### src/verilog/haptic_calib_pkg.sv
// Constants and types shared by the haptic calibration register bank
package haptic_calib_pkg;

   // ==========================================================
   // Register byte addresses
   localparam logic [7:0] ADDR_NEG_SUSTAIN = 8'h1C;
   localparam logic [7:0] ADDR_BRAKE_TIME  = 8'h1D;
   localparam logic [7:0] ADDR_FULL_SCALE  = 8'h1F;
   localparam logic [7:0] ADDR_PEAK_LIMIT  = 8'h20;
   localparam logic [7:0] ADDR_LOSS_TRIM   = 8'h21;
   localparam logic [7:0] ADDR_FB_GAIN     = 8'h22;

   // ==========================================================
   // Reset values
   localparam logic [7:0] RST_NEG_SUSTAIN  = 8'h00;
   localparam logic [7:0] RST_BRAKE_TIME   = 8'h00;
   localparam logic [7:0] RST_FULL_SCALE   = 8'h3F;
   localparam logic [7:0] RST_PEAK_LIMIT   = 8'hFF;
   localparam logic [7:0] RST_LOSS_TRIM    = 8'h0D;
   localparam logic [7:0] RST_FB_GAIN      = 8'h6D;
   localparam logic [7:0] RDATA_UNMAPPED   = 8'h00;

   // ==========================================================
   // Widths and saturation limits
   localparam int         DATA_W           = 8;
   localparam int         TIME_W           = 17;
   localparam logic [8:0] DRIVE_SAT        = 9'h0FF;

   // ==========================================================
   // Waveform segment classes
   typedef enum logic [1:0] {
      SEG_OTHER       = 2'b00,
      SEG_OVERDRIVE   = 2'b01,
      SEG_NEG_SUSTAIN = 2'b10,
      SEG_BRAKE       = 2'b11
   } seg_kind_e;

endpackage : haptic_calib_pkg

### src/verilog/haptic_calc_if.sv
// Interface between the register bank and its playback arithmetic
`timescale 1ns/1ns
interface haptic_calc_if;
   import haptic_calib_pkg::*;

   logic signed [7:0]        level;
   logic signed [7:0]        wave_max;
   logic signed [7:0]        wave_min;
   logic                     closed_loop;
   logic                     auto_phase;
   logic        [7:0]        demand;
   logic        [7:0]        tick_period;
   logic        [7:0]        neg_sustain;
   logic        [7:0]        brake_time;
   logic        [7:0]        full_scale;
   logic        [7:0]        peak_limit;
   logic        [7:0]        loss_trim;
   seg_kind_e                seg_kind;
   logic signed [TIME_W-1:0] time_adj;
   logic        [7:0]        drive_level;

   // Arithmetic side
   modport calc (
      input  level, wave_max, wave_min, closed_loop, auto_phase, demand,
      input  tick_period, neg_sustain, brake_time, full_scale,
      input  peak_limit, loss_trim,
      output seg_kind, time_adj, drive_level
   );

   // Register bank side
   modport bank (
      output level, wave_max, wave_min, closed_loop, auto_phase, demand,
      output tick_period, neg_sustain, brake_time, full_scale,
      output peak_limit, loss_trim,
      input  seg_kind, time_adj, drive_level
   );

endinterface : haptic_calc_if

### src/verilog/haptic_waveform_calib_regs.sv
// Haptic waveform timing and closed-loop calibration register bank
// Contract
// Negative sustain offset equals value times tick
// Negative levels except overdrive and brake are sustain-negative
// Brake offset equals value times tick
// Brake segment is the most negative level
// Brake offset ignored in closed loop
// Full-scale reference caps closed-loop drive, reset 63
// Host loads full-scale before calibration
// Host reruns calibration after full-scale change
// Auto overdrive and brake may exceed full-scale
// Auto overdrive and brake capped by limit
// Calibration end writes loss trim, reset 13
// Loss trim added to output drive
// Calibration derives trim from measured impedance
// Feedback gain from gain register, reset 109
// Settings sampled at each playback start
`timescale 1ns/1ns
module haptic_waveform_calib_regs (
   input  wire logic                                   i_clk,
   input  wire logic                                   i_rstn,
   input  wire logic                                   i_wr_en,
   input  wire logic                                   i_rd_en,
   input  wire logic [7:0]                             i_addr,
   input  wire logic [7:0]                             i_wdata,
   input  wire logic                                   i_play_start,
   input  wire logic                                   i_closed_loop,
   input  wire logic                                   i_auto_phase,
   input  wire logic signed [7:0]                      i_level,
   input  wire logic signed [7:0]                      i_wave_max,
   input  wire logic signed [7:0]                      i_wave_min,
   input  wire logic [7:0]                             i_demand,
   input  wire logic [7:0]                             i_tick_period,
   input  wire logic                                   i_cal_done,
   input  wire logic [7:0]                             i_cal_comp,
   input  wire logic [7:0]                             i_cal_gain,
   output logic      [7:0]                             o_rdata,
   output haptic_calib_pkg::seg_kind_e                 o_seg_kind,
   output logic signed [haptic_calib_pkg::TIME_W-1:0]  o_time_adj_ms,
   output logic      [7:0]                             o_drive_level,
   output logic      [7:0]                             o_full_scale,
   output logic      [7:0]                             o_feedback_gain,
   output logic      [7:0]                             o_loss_trim
);
   import haptic_calib_pkg::*;

   // ==========================================================
   // Declarations
   logic [7:0]               neg_sustain,      next_neg_sustain;
   logic [7:0]               brake_time,       next_brake_time;
   logic [7:0]               full_scale,       next_full_scale;
   logic [7:0]               peak_limit,       next_peak_limit;
   logic [7:0]               loss_trim,        next_loss_trim;
   logic [7:0]               fb_gain,          next_fb_gain;
   logic [7:0]               snap_snt,         next_snap_snt;
   logic [7:0]               snap_brt,         next_snap_brt;
   logic [7:0]               snap_full,        next_snap_full;
   logic [7:0]               snap_limit,       next_snap_limit;
   logic [7:0]               snap_trim,        next_snap_trim;
   logic [7:0]               snap_gain,        next_snap_gain;
   logic [7:0]               next_rdata;
   seg_kind_e                next_seg_kind;
   logic signed [TIME_W-1:0] next_time_adj;
   logic [7:0]               next_drive_level;

   haptic_calc_if calc_bus ();

   // Address match used by both write and read paths
   function automatic logic hit(input logic [7:0] a, input logic [7:0] r);
      hit = (a == r);
   endfunction : hit

   // ==========================================================
   // Host writes and calibration result capture
   always_comb begin
      next_neg_sustain = neg_sustain;
      next_brake_time  = brake_time;
      next_full_scale  = full_scale;
      next_peak_limit  = peak_limit;
      next_loss_trim   = loss_trim;
      next_fb_gain     = fb_gain;
      if (i_wr_en) begin
         if (hit(i_addr, ADDR_NEG_SUSTAIN)) next_neg_sustain = i_wdata;
         if (hit(i_addr, ADDR_BRAKE_TIME))  next_brake_time  = i_wdata;
         if (hit(i_addr, ADDR_FULL_SCALE))  next_full_scale  = i_wdata;
         if (hit(i_addr, ADDR_PEAK_LIMIT))  next_peak_limit  = i_wdata;
         if (hit(i_addr, ADDR_LOSS_TRIM))   next_loss_trim   = i_wdata;
         if (hit(i_addr, ADDR_FB_GAIN))     next_fb_gain     = i_wdata;
      end
      // Calibration result wins over a host write in the same cycle
      if (i_cal_done) begin
         next_loss_trim = i_cal_comp;
         next_fb_gain   = i_cal_gain;
      end
   end

   // Register file flops
   always_ff @(posedge i_clk or negedge i_rstn) begin
      if (!i_rstn) begin
         neg_sustain <= RST_NEG_SUSTAIN;
         brake_time  <= RST_BRAKE_TIME;
         full_scale  <= RST_FULL_SCALE;
         peak_limit  <= RST_PEAK_LIMIT;
         loss_trim   <= RST_LOSS_TRIM;
         fb_gain     <= RST_FB_GAIN;
      end else begin
         neg_sustain <= next_neg_sustain;
         brake_time  <= next_brake_time;
         full_scale  <= next_full_scale;
         peak_limit  <= next_peak_limit;
         loss_trim   <= next_loss_trim;
         fb_gain     <= next_fb_gain;
      end
   end

   // ==========================================================
   // Playback snapshot of offsets and limits
   always_comb begin
      next_snap_snt   = snap_snt;
      next_snap_brt   = snap_brt;
      next_snap_full  = snap_full;
      next_snap_limit = snap_limit;
      next_snap_trim  = snap_trim;
      next_snap_gain  = snap_gain;
      if (i_play_start) begin
         next_snap_snt   = neg_sustain;
         next_snap_brt   = brake_time;
         next_snap_full  = full_scale;
         next_snap_limit = peak_limit;
         next_snap_trim  = loss_trim;
         next_snap_gain  = fb_gain;
      end
   end

   // Snapshot flops
   always_ff @(posedge i_clk or negedge i_rstn) begin
      if (!i_rstn) begin
         snap_snt   <= RST_NEG_SUSTAIN;
         snap_brt   <= RST_BRAKE_TIME;
         snap_full  <= RST_FULL_SCALE;
         snap_limit <= RST_PEAK_LIMIT;
         snap_trim  <= RST_LOSS_TRIM;
         snap_gain  <= RST_FB_GAIN;
      end else begin
         snap_snt   <= next_snap_snt;
         snap_brt   <= next_snap_brt;
         snap_full  <= next_snap_full;
         snap_limit <= next_snap_limit;
         snap_trim  <= next_snap_trim;
         snap_gain  <= next_snap_gain;
      end
   end

   // ==========================================================
   // Arithmetic fed from the snapshot
   assign calc_bus.level       = i_level;
   assign calc_bus.wave_max    = i_wave_max;
   assign calc_bus.wave_min    = i_wave_min;
   assign calc_bus.closed_loop = i_closed_loop;
   assign calc_bus.auto_phase  = i_auto_phase;
   assign calc_bus.demand      = i_demand;
   assign calc_bus.tick_period = i_tick_period;
   assign calc_bus.neg_sustain = snap_snt;
   assign calc_bus.brake_time  = snap_brt;
   assign calc_bus.full_scale  = snap_full;
   assign calc_bus.peak_limit  = snap_limit;
   assign calc_bus.loss_trim   = snap_trim;

   haptic_wave_calc u_calc (
      .c (calc_bus.calc)
   );

   // ==========================================================
   // Read mux and output registers
   always_comb begin
      next_rdata       = o_rdata;
      next_seg_kind    = calc_bus.seg_kind;
      next_time_adj    = calc_bus.time_adj;
      next_drive_level = calc_bus.drive_level;
      if (i_rd_en) begin
         next_rdata = RDATA_UNMAPPED;
         if (hit(i_addr, ADDR_NEG_SUSTAIN)) next_rdata = neg_sustain;
         if (hit(i_addr, ADDR_BRAKE_TIME))  next_rdata = brake_time;
         if (hit(i_addr, ADDR_FULL_SCALE))  next_rdata = full_scale;
         if (hit(i_addr, ADDR_PEAK_LIMIT))  next_rdata = peak_limit;
         if (hit(i_addr, ADDR_LOSS_TRIM))   next_rdata = loss_trim;
         if (hit(i_addr, ADDR_FB_GAIN))     next_rdata = fb_gain;
      end
   end

   // Output flops
   always_ff @(posedge i_clk or negedge i_rstn) begin
      if (!i_rstn) begin
         o_rdata         <= RDATA_UNMAPPED;
         o_seg_kind      <= SEG_OTHER;
         o_time_adj_ms   <= '0;
         o_drive_level   <= '0;
         o_full_scale    <= RST_FULL_SCALE;
         o_feedback_gain <= RST_FB_GAIN;
         o_loss_trim     <= RST_LOSS_TRIM;
      end else begin
         o_rdata         <= next_rdata;
         o_seg_kind      <= next_seg_kind;
         o_time_adj_ms   <= next_time_adj;
         o_drive_level   <= next_drive_level;
         o_full_scale    <= snap_full;
         o_feedback_gain <= snap_gain;
         o_loss_trim     <= snap_trim;
      end
   end
endmodule : haptic_waveform_calib_regs

### src/verilog/haptic_wave_calc.sv
// Segment classification, time offset and drive limiting arithmetic
`timescale 1ns/1ns
module haptic_wave_calc (
   haptic_calc_if.calc c
);
   import haptic_calib_pkg::*;

   logic signed [TIME_W-1:0] next_prod_snt;
   logic signed [TIME_W-1:0] next_prod_brt;
   logic        [8:0]        next_comp;
   logic        [7:0]        next_limit;

   // ==========================================================
   // Offset products: signed register times tick period
   always_comb begin
      next_prod_snt = $signed(c.neg_sustain) * $signed({1'b0, c.tick_period});
      next_prod_brt = $signed(c.brake_time) * $signed({1'b0, c.tick_period});
   end

   // ==========================================================
   // Segment class and offset selection
   always_comb begin
      c.seg_kind = SEG_OTHER;
      c.time_adj = '0;
      if (c.level == c.wave_max) begin
         c.seg_kind = SEG_OVERDRIVE;
      end else if (c.level < 0 && c.level == c.wave_min) begin
         c.seg_kind = SEG_BRAKE;
         if (!c.closed_loop) begin
            c.time_adj = next_prod_brt;
         end
      end else if (c.level < 0) begin
         c.seg_kind = SEG_NEG_SUSTAIN;
         c.time_adj = next_prod_snt;
      end
   end

   // ==========================================================
   // Loss compensation and output limiting
   always_comb begin
      next_comp = {1'b0, c.demand} + {1'b0, c.loss_trim};
      if (next_comp > DRIVE_SAT) begin
         next_comp = DRIVE_SAT;
      end
      if (!c.closed_loop) begin
         next_limit = DRIVE_SAT[7:0];
      end else if (c.auto_phase) begin
         next_limit = c.peak_limit;
      end else begin
         next_limit = c.full_scale;
      end
      if (next_comp[7:0] > next_limit) begin
         c.drive_level = next_limit;
      end else begin
         c.drive_level = next_comp[7:0];
      end
   end

endmodule : haptic_wave_calc

### config.mk
export PLATFORM = sky130hd
export DESIGN_NAME = haptic_waveform_calib_regs
export DESIGN_NICKNAME = d
export VERILOG_FILES = /design/src/verilog/haptic_calib_pkg.sv /design/src/verilog/haptic_calc_if.sv /design/src/verilog/haptic_waveform_calib_regs.sv /design/src/verilog/haptic_wave_calc.sv
export SDC_FILE = /design/constraint.sdc
export NUM_CORES = 1
export LEC_CHECK = 0
export ABC_AREA = 1
export BUFFER_PORTS_ARGS = -buffer_cell sky130_fd_sc_hd__clkbuf_2
export CAP_MARGIN = 0
export CORE_MARGIN = 2
export CORE_UTILIZATION = 50
export CTS_CLUSTER_SIZE = 20
export DETAILED_ROUTE_END_ITERATION = 7
export MAX_ROUTING_LAYER = met4
export PLACE_DENSITY = 0.7
export SETUP_SLACK_MARGIN = 0.3
export SLEW_MARGIN = 10
export SYNTH_ARGS = -nofsm -noshare
export SYNTH_HDL_FRONTEND = slang
export SYNTH_SLANG_ARGS = --single-unit
### constraint.sdc
create_clock -name i_clk -period 5.7 [get_ports i_clk]
set_input_delay 0.57 -clock i_clk [delete_from_list [all_inputs] [get_ports i_clk]]
set_output_delay 0.57 -clock i_clk [all_outputs]
set_load 0.05 [all_outputs]
== Word-level counts from Yosys, hierarchy flattened ==
Index checks and enable logic that the tools add are counted.

* Logic and storage cells: 66
* Output and inout bits: 59
* Register bits after elaboration: 155
* Latch bits: 0
* RAM bits: 0
* Memories kept: 0
* Memory bits (read-only): 0
* Bits of input ports: 80

* $add $sub $neg: 1
* Equality and inequality tests: 8
* Div/mod/pow operators: 0
* Shift-type cells: 0
* Reductions and logical operators: 10
* $lt $le $gt $ge: 3
* Mux-type cells: 23
* Bitwise logic cells: 0
* $mul: 2

{| class="wikitable"
|+ Operator list
! operator !! number
|-
| $mux W8 || 16
|-
| $mux W17 || 4
|-
| $mul A8 B9 Y17 || 2
|-
| $eq A8 B5 Y1 const B || 3
|-
| $eq A8 B6 Y1 const B || 3
|-
| $eq A8 B8 Y1 || 2
|-
| $reduce_and A2 Y1 || 6
|-
| $add A8 B8 Y9 || 1
|-
| $gt A9 B8 Y1 const B || 1
|-
| $gt A8 B8 Y1 || 1
|-
| $lt A8 B1 Y1 const B || 1
|-
| $mux W2 || 3
|-
| $reduce_bool A2 Y1 || 3
|-
| $logic_and A1 B1 Y1 || 1
|}

== Depth between registers and ports, before layout ==
* Depth after elaboration: 7
* Gate-level depth with buffers: 24
* Mapped depth without buffers: 22

== Hierarchy ==
From an unflattened synthesis, not the netlist that was laid out.

* Cells, all modules: 1608
* Area total of the unflattened synthesis: 12523.3 um2

{| class="wikitable"
|+ By module, submodules not included
! module !! instances !! cells an instance !! seq. area each (um2) !! area an instance (um2)
|-
| haptic_wave_calc || 1 || 1078 || 0.0 || 6556.3
|-
| haptic_waveform_calib_regs || 1 || 530 || 3951.3 || 5967.0
|}

== Least setup slack after synthesis ==
OpenSTA, ideal clock, no wires.

* Kind: input to register
* Start point: in i_tick_period[7]
* End point: reg o_time_adj_ms[10] in the netlist's numbering
* Stages on the path: 18
* Path slack: 1160 ps
* Data required time: 5578 ps
* Buffers on the path: 2
* Setup time: 122 ps
* Arrival time: 4418 ps
* Cells stage by stage: clkbuf_1 > clkbuf_1 > nand2_1 > fa_1 > fa_1 > inv_1 > fa_1 > inv_1 > fa_1 > inv_1 > ha_1 > nand2_1 > nand3_1 > nand2_1 > nand2_1 > or2_2 > nand3_1 > a21boi_2

* Word-level cells in the longest chain between the ends: 4
* Elaborated cells on any way between the ends: 6
* Classes of those cells: mul: 2; mux: 4

{| class="wikitable"
|+ Ends and longest elaborated chain
! what !! line !! RTL
|-
| start: declaration || haptic_waveform_calib_regs.sv:33 || <nowiki>input wire logic [7:0] i_tick_period,</nowiki>
|-
| $mul A8 B9 Y17 (on tied branches) || haptic_wave_calc.sv:16, haptic_wave_calc.sv:17 ||
|-
| $mux W17 (on tied branches) || haptic_wave_calc.sv:32, haptic_wave_calc.sv:29 ||
|-
| $mux W17 (*) || haptic_wave_calc.sv:27 || <nowiki>end else if (c.level < 0 && c.level == c.wave_min) begin</nowiki>
|-
| $mux W17 (*) || haptic_wave_calc.sv:25 || <nowiki>if (c.level == c.wave_max) begin</nowiki>
|-
| via calc_bus.time_adj[10] || haptic_calc_if.sv:19 || <nowiki>logic signed [TIME_W-1:0] time_adj;</nowiki>
|-
| end signal: assignment || haptic_waveform_calib_regs.sv:204 || <nowiki>o_time_adj_ms <= next_time_adj;</nowiki>
|-
| end: declaration || haptic_waveform_calib_regs.sv:39 || <nowiki>output logic signed [haptic_calib_pkg::TIME_W-1:0] o_time_adj_ms,</nowiki>
|}

The timed path passes the listed nets; every way through them passes the cells marked *.
A chain may end at the register's enable or synchronous reset.

== Worst setup path after layout ==
* Start point: reg snap_brt[7], in the netlist calc_bus.brake_time[7]
* End point: reg o_time_adj_ms[10] in the netlist's numbering

* Word-level cells in the longest chain between the ends: 4

{| class="wikitable"
|+ Ends and longest elaborated chain
! what !! line !! RTL
|-
| start: declaration || haptic_waveform_calib_regs.sv:56 || <nowiki>logic [7:0] snap_brt, next_snap_brt;</nowiki>
|-
| start signal: assignment || haptic_waveform_calib_regs.sv:146 || <nowiki>snap_brt <= next_snap_brt;</nowiki>
|-
| $mul A8 B9 Y17 || haptic_wave_calc.sv:17 || <nowiki>next_prod_brt = $signed(c.brake_time) * $signed({1'b0, c.tick_period});</nowiki>
|-
| $mux W17 || haptic_wave_calc.sv:29 || <nowiki>if (!c.closed_loop) begin</nowiki>
|-
| $mux W17 || haptic_wave_calc.sv:27 ||
|-
| $mux W17 || haptic_wave_calc.sv:25 ||
|-
| via calc_bus.time_adj[10] || haptic_calc_if.sv:19 ||
|}

The timed path passes the listed nets, and every way through them passes these cells.

==> flow_results.org <==
** STA
- Setup total negative slack on the finished layout was measured at 0 ns.
- The worst path needs 4.539 ns of the cycle, external delays included.
- Final setup fails :: 0
- Measured against its own limit, the worst slew margin works out to 0.4016.
- Setup repair after global routing left no endpoint under its margin.
- Fin. max-slew vios :: 0
- Timing would allow up to 220.3 MHz.
- Final count of hold timing violations :: 0
- Between clock sinks in the finished design, the worst skew comes to 0.01063 ns.
- Fraction of the cycle the final worst path needs :: 0.7962
- At the pin with the least slew margin, the transition time is 0.8976 ns.

** Synth
- Yosys mapped a number of flops with a built-in enable equal to 0.
- Of the post-synthesis cell area, the dominant cell type holds 0.1974.
- Counting distinct cell types in the post-synthesis netlist gives 44.
- The share of the Yosys chip area taken by registers is 0.3213.
- Leading cell types by count after synthesis :: sky130_fd_sc_hd__nand2_1, sky130_fd_sc_hd__inv_1, sky130_fd_sc_hd__ha_1, sky130_fd_sc_hd__nor2_1, sky130_fd_sc_hd__dfrtp_1
- In this run the cell area of the synthesized design comes to 12300 um2.
- By area the synthesized netlist is led by sky130_fd_sc_hd__dfrtp_1, sky130_fd_sc_hd__nand2_1, sky130_fd_sc_hd__dfstp_2.
- In this run, synthesis produced a sequential element count of 155.
- Yosys instantiated no cell more often than sky130_fd_sc_hd__nand2_1.
- The number of nets handed over by synthesis was 1819.
- Number of warnings reported in the yosys synthesis log :: 0
- Counting flops with an async set or reset pin after synthesis yields a share of 1.000.
- The average instance in the mapped netlist occupies 7.874 um2.
- Synth Instances :: 1562
- Yosys top cell by area :: sky130_fd_sc_hd__dfrtp_1
- Most used flip-flop cell after synthesis :: sky130_fd_sc_hd__dfrtp_1

** Setup path
- Capture point of the worst reg-to-reg path :: o_time_adj_ms[10]
- Required time of the critical path :: 6.01 ns
- Counting buffers and inverters, the worst setup path is 16 cells deep.
- By startpoint and endpoint, the worst setup path is classified as reg2reg.
- Among cell families on the critical path, the largest total delay comes from adder cells.
- The startpoint identified for the worst register-to-register timing path is calc_bus.brake_time[7].
- Worst path cell trace :: inv_1 -> fa_1 -> fa_1 -> inv_1 -> fa_1 -> inv_1 -> fa_1 -> inv_1 -> ha_1 -> nand2_1 -> nand3_1 -> nand2_1 -> nand2_1 -> or2_2 -> nand3_1 -> a21boi_2
- The worst setup path is launched from a flop.
- Measured in cells, the most critical reg-to-reg path has a length of 16.
- Maximum net fanout on the critical path :: 7
- CP Buf/Inv Count :: 4
- Slowest-stage cell, CP :: sky130_fd_sc_hd__fa_1
- Flop-to-flop setup slack :: 1.16 ns
- Highest cell delay on the worst timing path :: 0.55 ns
- For the worst setup path, the data arrival time is 4.85 ns.
- CP endpoint kind :: flop

** Clock tree
- Sinks on the clock net :: 155
- In this run the deepest clock path goes through 2 buffers.
- Clock latency on the worst-skew pair :: 0.43 ns
- Once the clock tree was built, the resizer swapped 0 gates to a different size.
- The H-tree generated during clock tree synthesis spans 4 levels.
- Clock transition at the registers of the reported paths :: 0.07 ns
- The root buffer cell chosen for the clock tree is sky130_fd_sc_hd__clkbuf_16.
- After clock tree synthesis, the flow added hold-fix buffers numbering 0.
- Total CTS buffers :: 17
- Setup Buffers After CTS :: 0
- Clock tree from TritonCTS :: yes

** Global routing
- GRT busiest layer :: met2
- Summed over all layers, the global routing overflow is 0.
- Entering global routing, the biggest net connects 99 pins.
- Global routing met2 resource utilization :: 0.3794
- For this run, global-route usage on met1 was measured as 0.3542.
- Across every metal layer, demand over resource in global routing totals 0.2501.
- Antenna violations before repair :: 0
- Met3 track demand over resource in global routing :: 0.03719
- Vias in the first global route :: 10030
- The first global-routing pass estimated 50.02 mm of wire.

** Pwr
- Worst supply voltage drop on vdd :: 167.8 uV
- Dividing total power by cell area gives a power density of 243.7 nW/um2.
- In this run the static leakage power is 7.957 nW.
- Overall power consumption after layout is estimated at 3.354 mW.

** Die
- The die covers 25870 um2.
- The initialized floorplan defines 57 standard-cell rows.
- Pin placement for this block handled 139 I/O pins.
- The core region is 24250 um2.
- The initial utilization of the core area, before any placement, comes to 0.5072.
- From bottom edge to top edge, the die measures 160.8 um.
- Die outline width :: 160.8 um

** Drt
- The routed design has 30.10 mm of wire.
- Total via count in the routed design :: 10030
- In the routed design, unresolved DRC markers number 0.
- Post-DR wirelength/cell :: 15.00 um
- Before antenna repair, the detailed router went through 5 iterations.
- Antenna violation net count after detailed routing :: 0
- After the first detailed-routing iteration, the DRC count stood at 621.
- Dividing the detail-routed via count by the number of cells gives 4.998.

** Place
- IO Port Bufs :: 138
- Total placed cells including tap cells :: 1975
- Post-DP HPWL :: 23.72 mm
- Final RePlAce weighted congestion :: 0.9172

** Final layout
- Final Net Count :: 1927
- Area taken by flip-flops and latches :: 3951 um2
- In the final layout, the share of cells above drive strength 1 is 0.1830.
- The register with the most flip-flops in the layout has 17 of them.
- Layout-stage area growth over the synthesis result :: 11.87%
- 0 antenna diodes ended up in the layout.
- Footprint of the multi-input gates :: 6850 um2
- o_time_adj_ms holds more flip-flops than any other register.
- Post-layout instance count excluding filler cells :: 2007
- Fill cell count :: 2274

** Flow run
- Number of max-cap violations :: 0

** Hold path
- Worst min-delay path category :: in2async

** Run status
- Outcome :: completed
==> metrics by stage <==
step / hold slack (ns) / cell area, um2 / util / worst slack [ns]
2_1_floorplan: 0.2744 / 12300 / - / 1.160
3_3_place_gp: 0.3535 / 13180 / 0.5437 / 0.9648
3_5_place_dp: 0.3552 / 13180 / 0.5437 / 0.8455
4_1_cts: 0.2477 / 13760 / 0.5674 / 1.161
5_1_grt: 0.2841 / 13760 / 0.5674 / 1.022
6_report: 0.2218 / 13760 / 0.5674 / 1.161
==> final cells by class <==
cell class,instances,area share
Clock buffer,18,0.03119
Clock inverter,14,0.01073
Inverter,336,0.09184
Multi-Input combinational cell,1020,0.4979
Sequential cell,155,0.2872
Tap cell,324,0.02946
Timing Repair Buffer,140,0.05174
==> cells by family (layout without fill, tap and decap cells) <==
group	count (synthesis)	in the layout	synth area share
AND/OR/NAND/NOR	639	639	0.2162
buffers and inverters	387	508	0.1218
adder cells (fa/ha/maj)	177	177	0.2258
AO/OA/AOI/OAI	156	156	0.07487
flip-flops	155	155	0.3213
multiplexers	29	29	0.02655
XOR/XNOR	19	19	0.01353
==> report_power, final <==
part | leakage, nW | total (mW) | switching [mW] | internal, mW
Sequential | 1.88 | 1.31 | 0.0727 | 1.23
Combinational | 5.80 | 0.918 | 0.638 | 0.280
Clock | 0.282 | 1.13 | 0.544 | 0.586
==> worst max path at each step <==
stage / from / endpoint / slack, ns
2_1_floorplan: i_tick_period[7] / o_time_adj_ms[10] / 1.16
3_3_place_gp: i_tick_period[5] / o_time_adj_ms[10] / 0.96
3_5_place_dp: i_tick_period[7] / o_time_adj_ms[10] / 0.85
4_1_cts: calc_bus.brake_time[7] / o_time_adj_ms[10] / 1.16
5_1_grt: calc_bus.brake_time[7] / o_time_adj_ms[10] / 1.02
6_report: calc_bus.brake_time[7] / o_time_adj_ms[10] / 1.16
==> per-layer routing <==
layer,vias up,wire length (um)
met5,-,0
li1,4965,-
met1,4721,14420
met4,0,561
met3,37,1734
met2,308,13380
==> placed cells by master (no fill, tap or decap), types with 4 or more instances in the layout <==
cell type	synthesis	final
sky130_fd_sc_hd__a211oi_1	7	7
sky130_fd_sc_hd__a21oi_1	43	43
sky130_fd_sc_hd__a22oi_2	4	4
sky130_fd_sc_hd__clkbuf_16	0	17
sky130_fd_sc_hd__clkbuf_2	0	137
sky130_fd_sc_hd__dfrtp_1	97	97
sky130_fd_sc_hd__dfstp_2	58	58
sky130_fd_sc_hd__fa_1	75	75
sky130_fd_sc_hd__ha_1	102	102
sky130_fd_sc_hd__inv_1	325	325
sky130_fd_sc_hd__inv_2	8	8
sky130_fd_sc_hd__inv_8	0	6
sky130_fd_sc_hd__mux2_2	29	29
sky130_fd_sc_hd__nand2_1	436	436
sky130_fd_sc_hd__nand2_2	6	6
sky130_fd_sc_hd__nand3_1	52	52
sky130_fd_sc_hd__nand3b_1	11	11
sky130_fd_sc_hd__nand4_1	14	14
sky130_fd_sc_hd__nor2_1	102	102
sky130_fd_sc_hd__o21ai_0	30	30
sky130_fd_sc_hd__o21ai_1	53	53
sky130_fd_sc_hd__o21ai_2	8	8
sky130_fd_sc_hd__xnor2_1	13	13
sky130_fd_sc_hd__xor2_1	6	6
(Power assumes the default switching activity.)
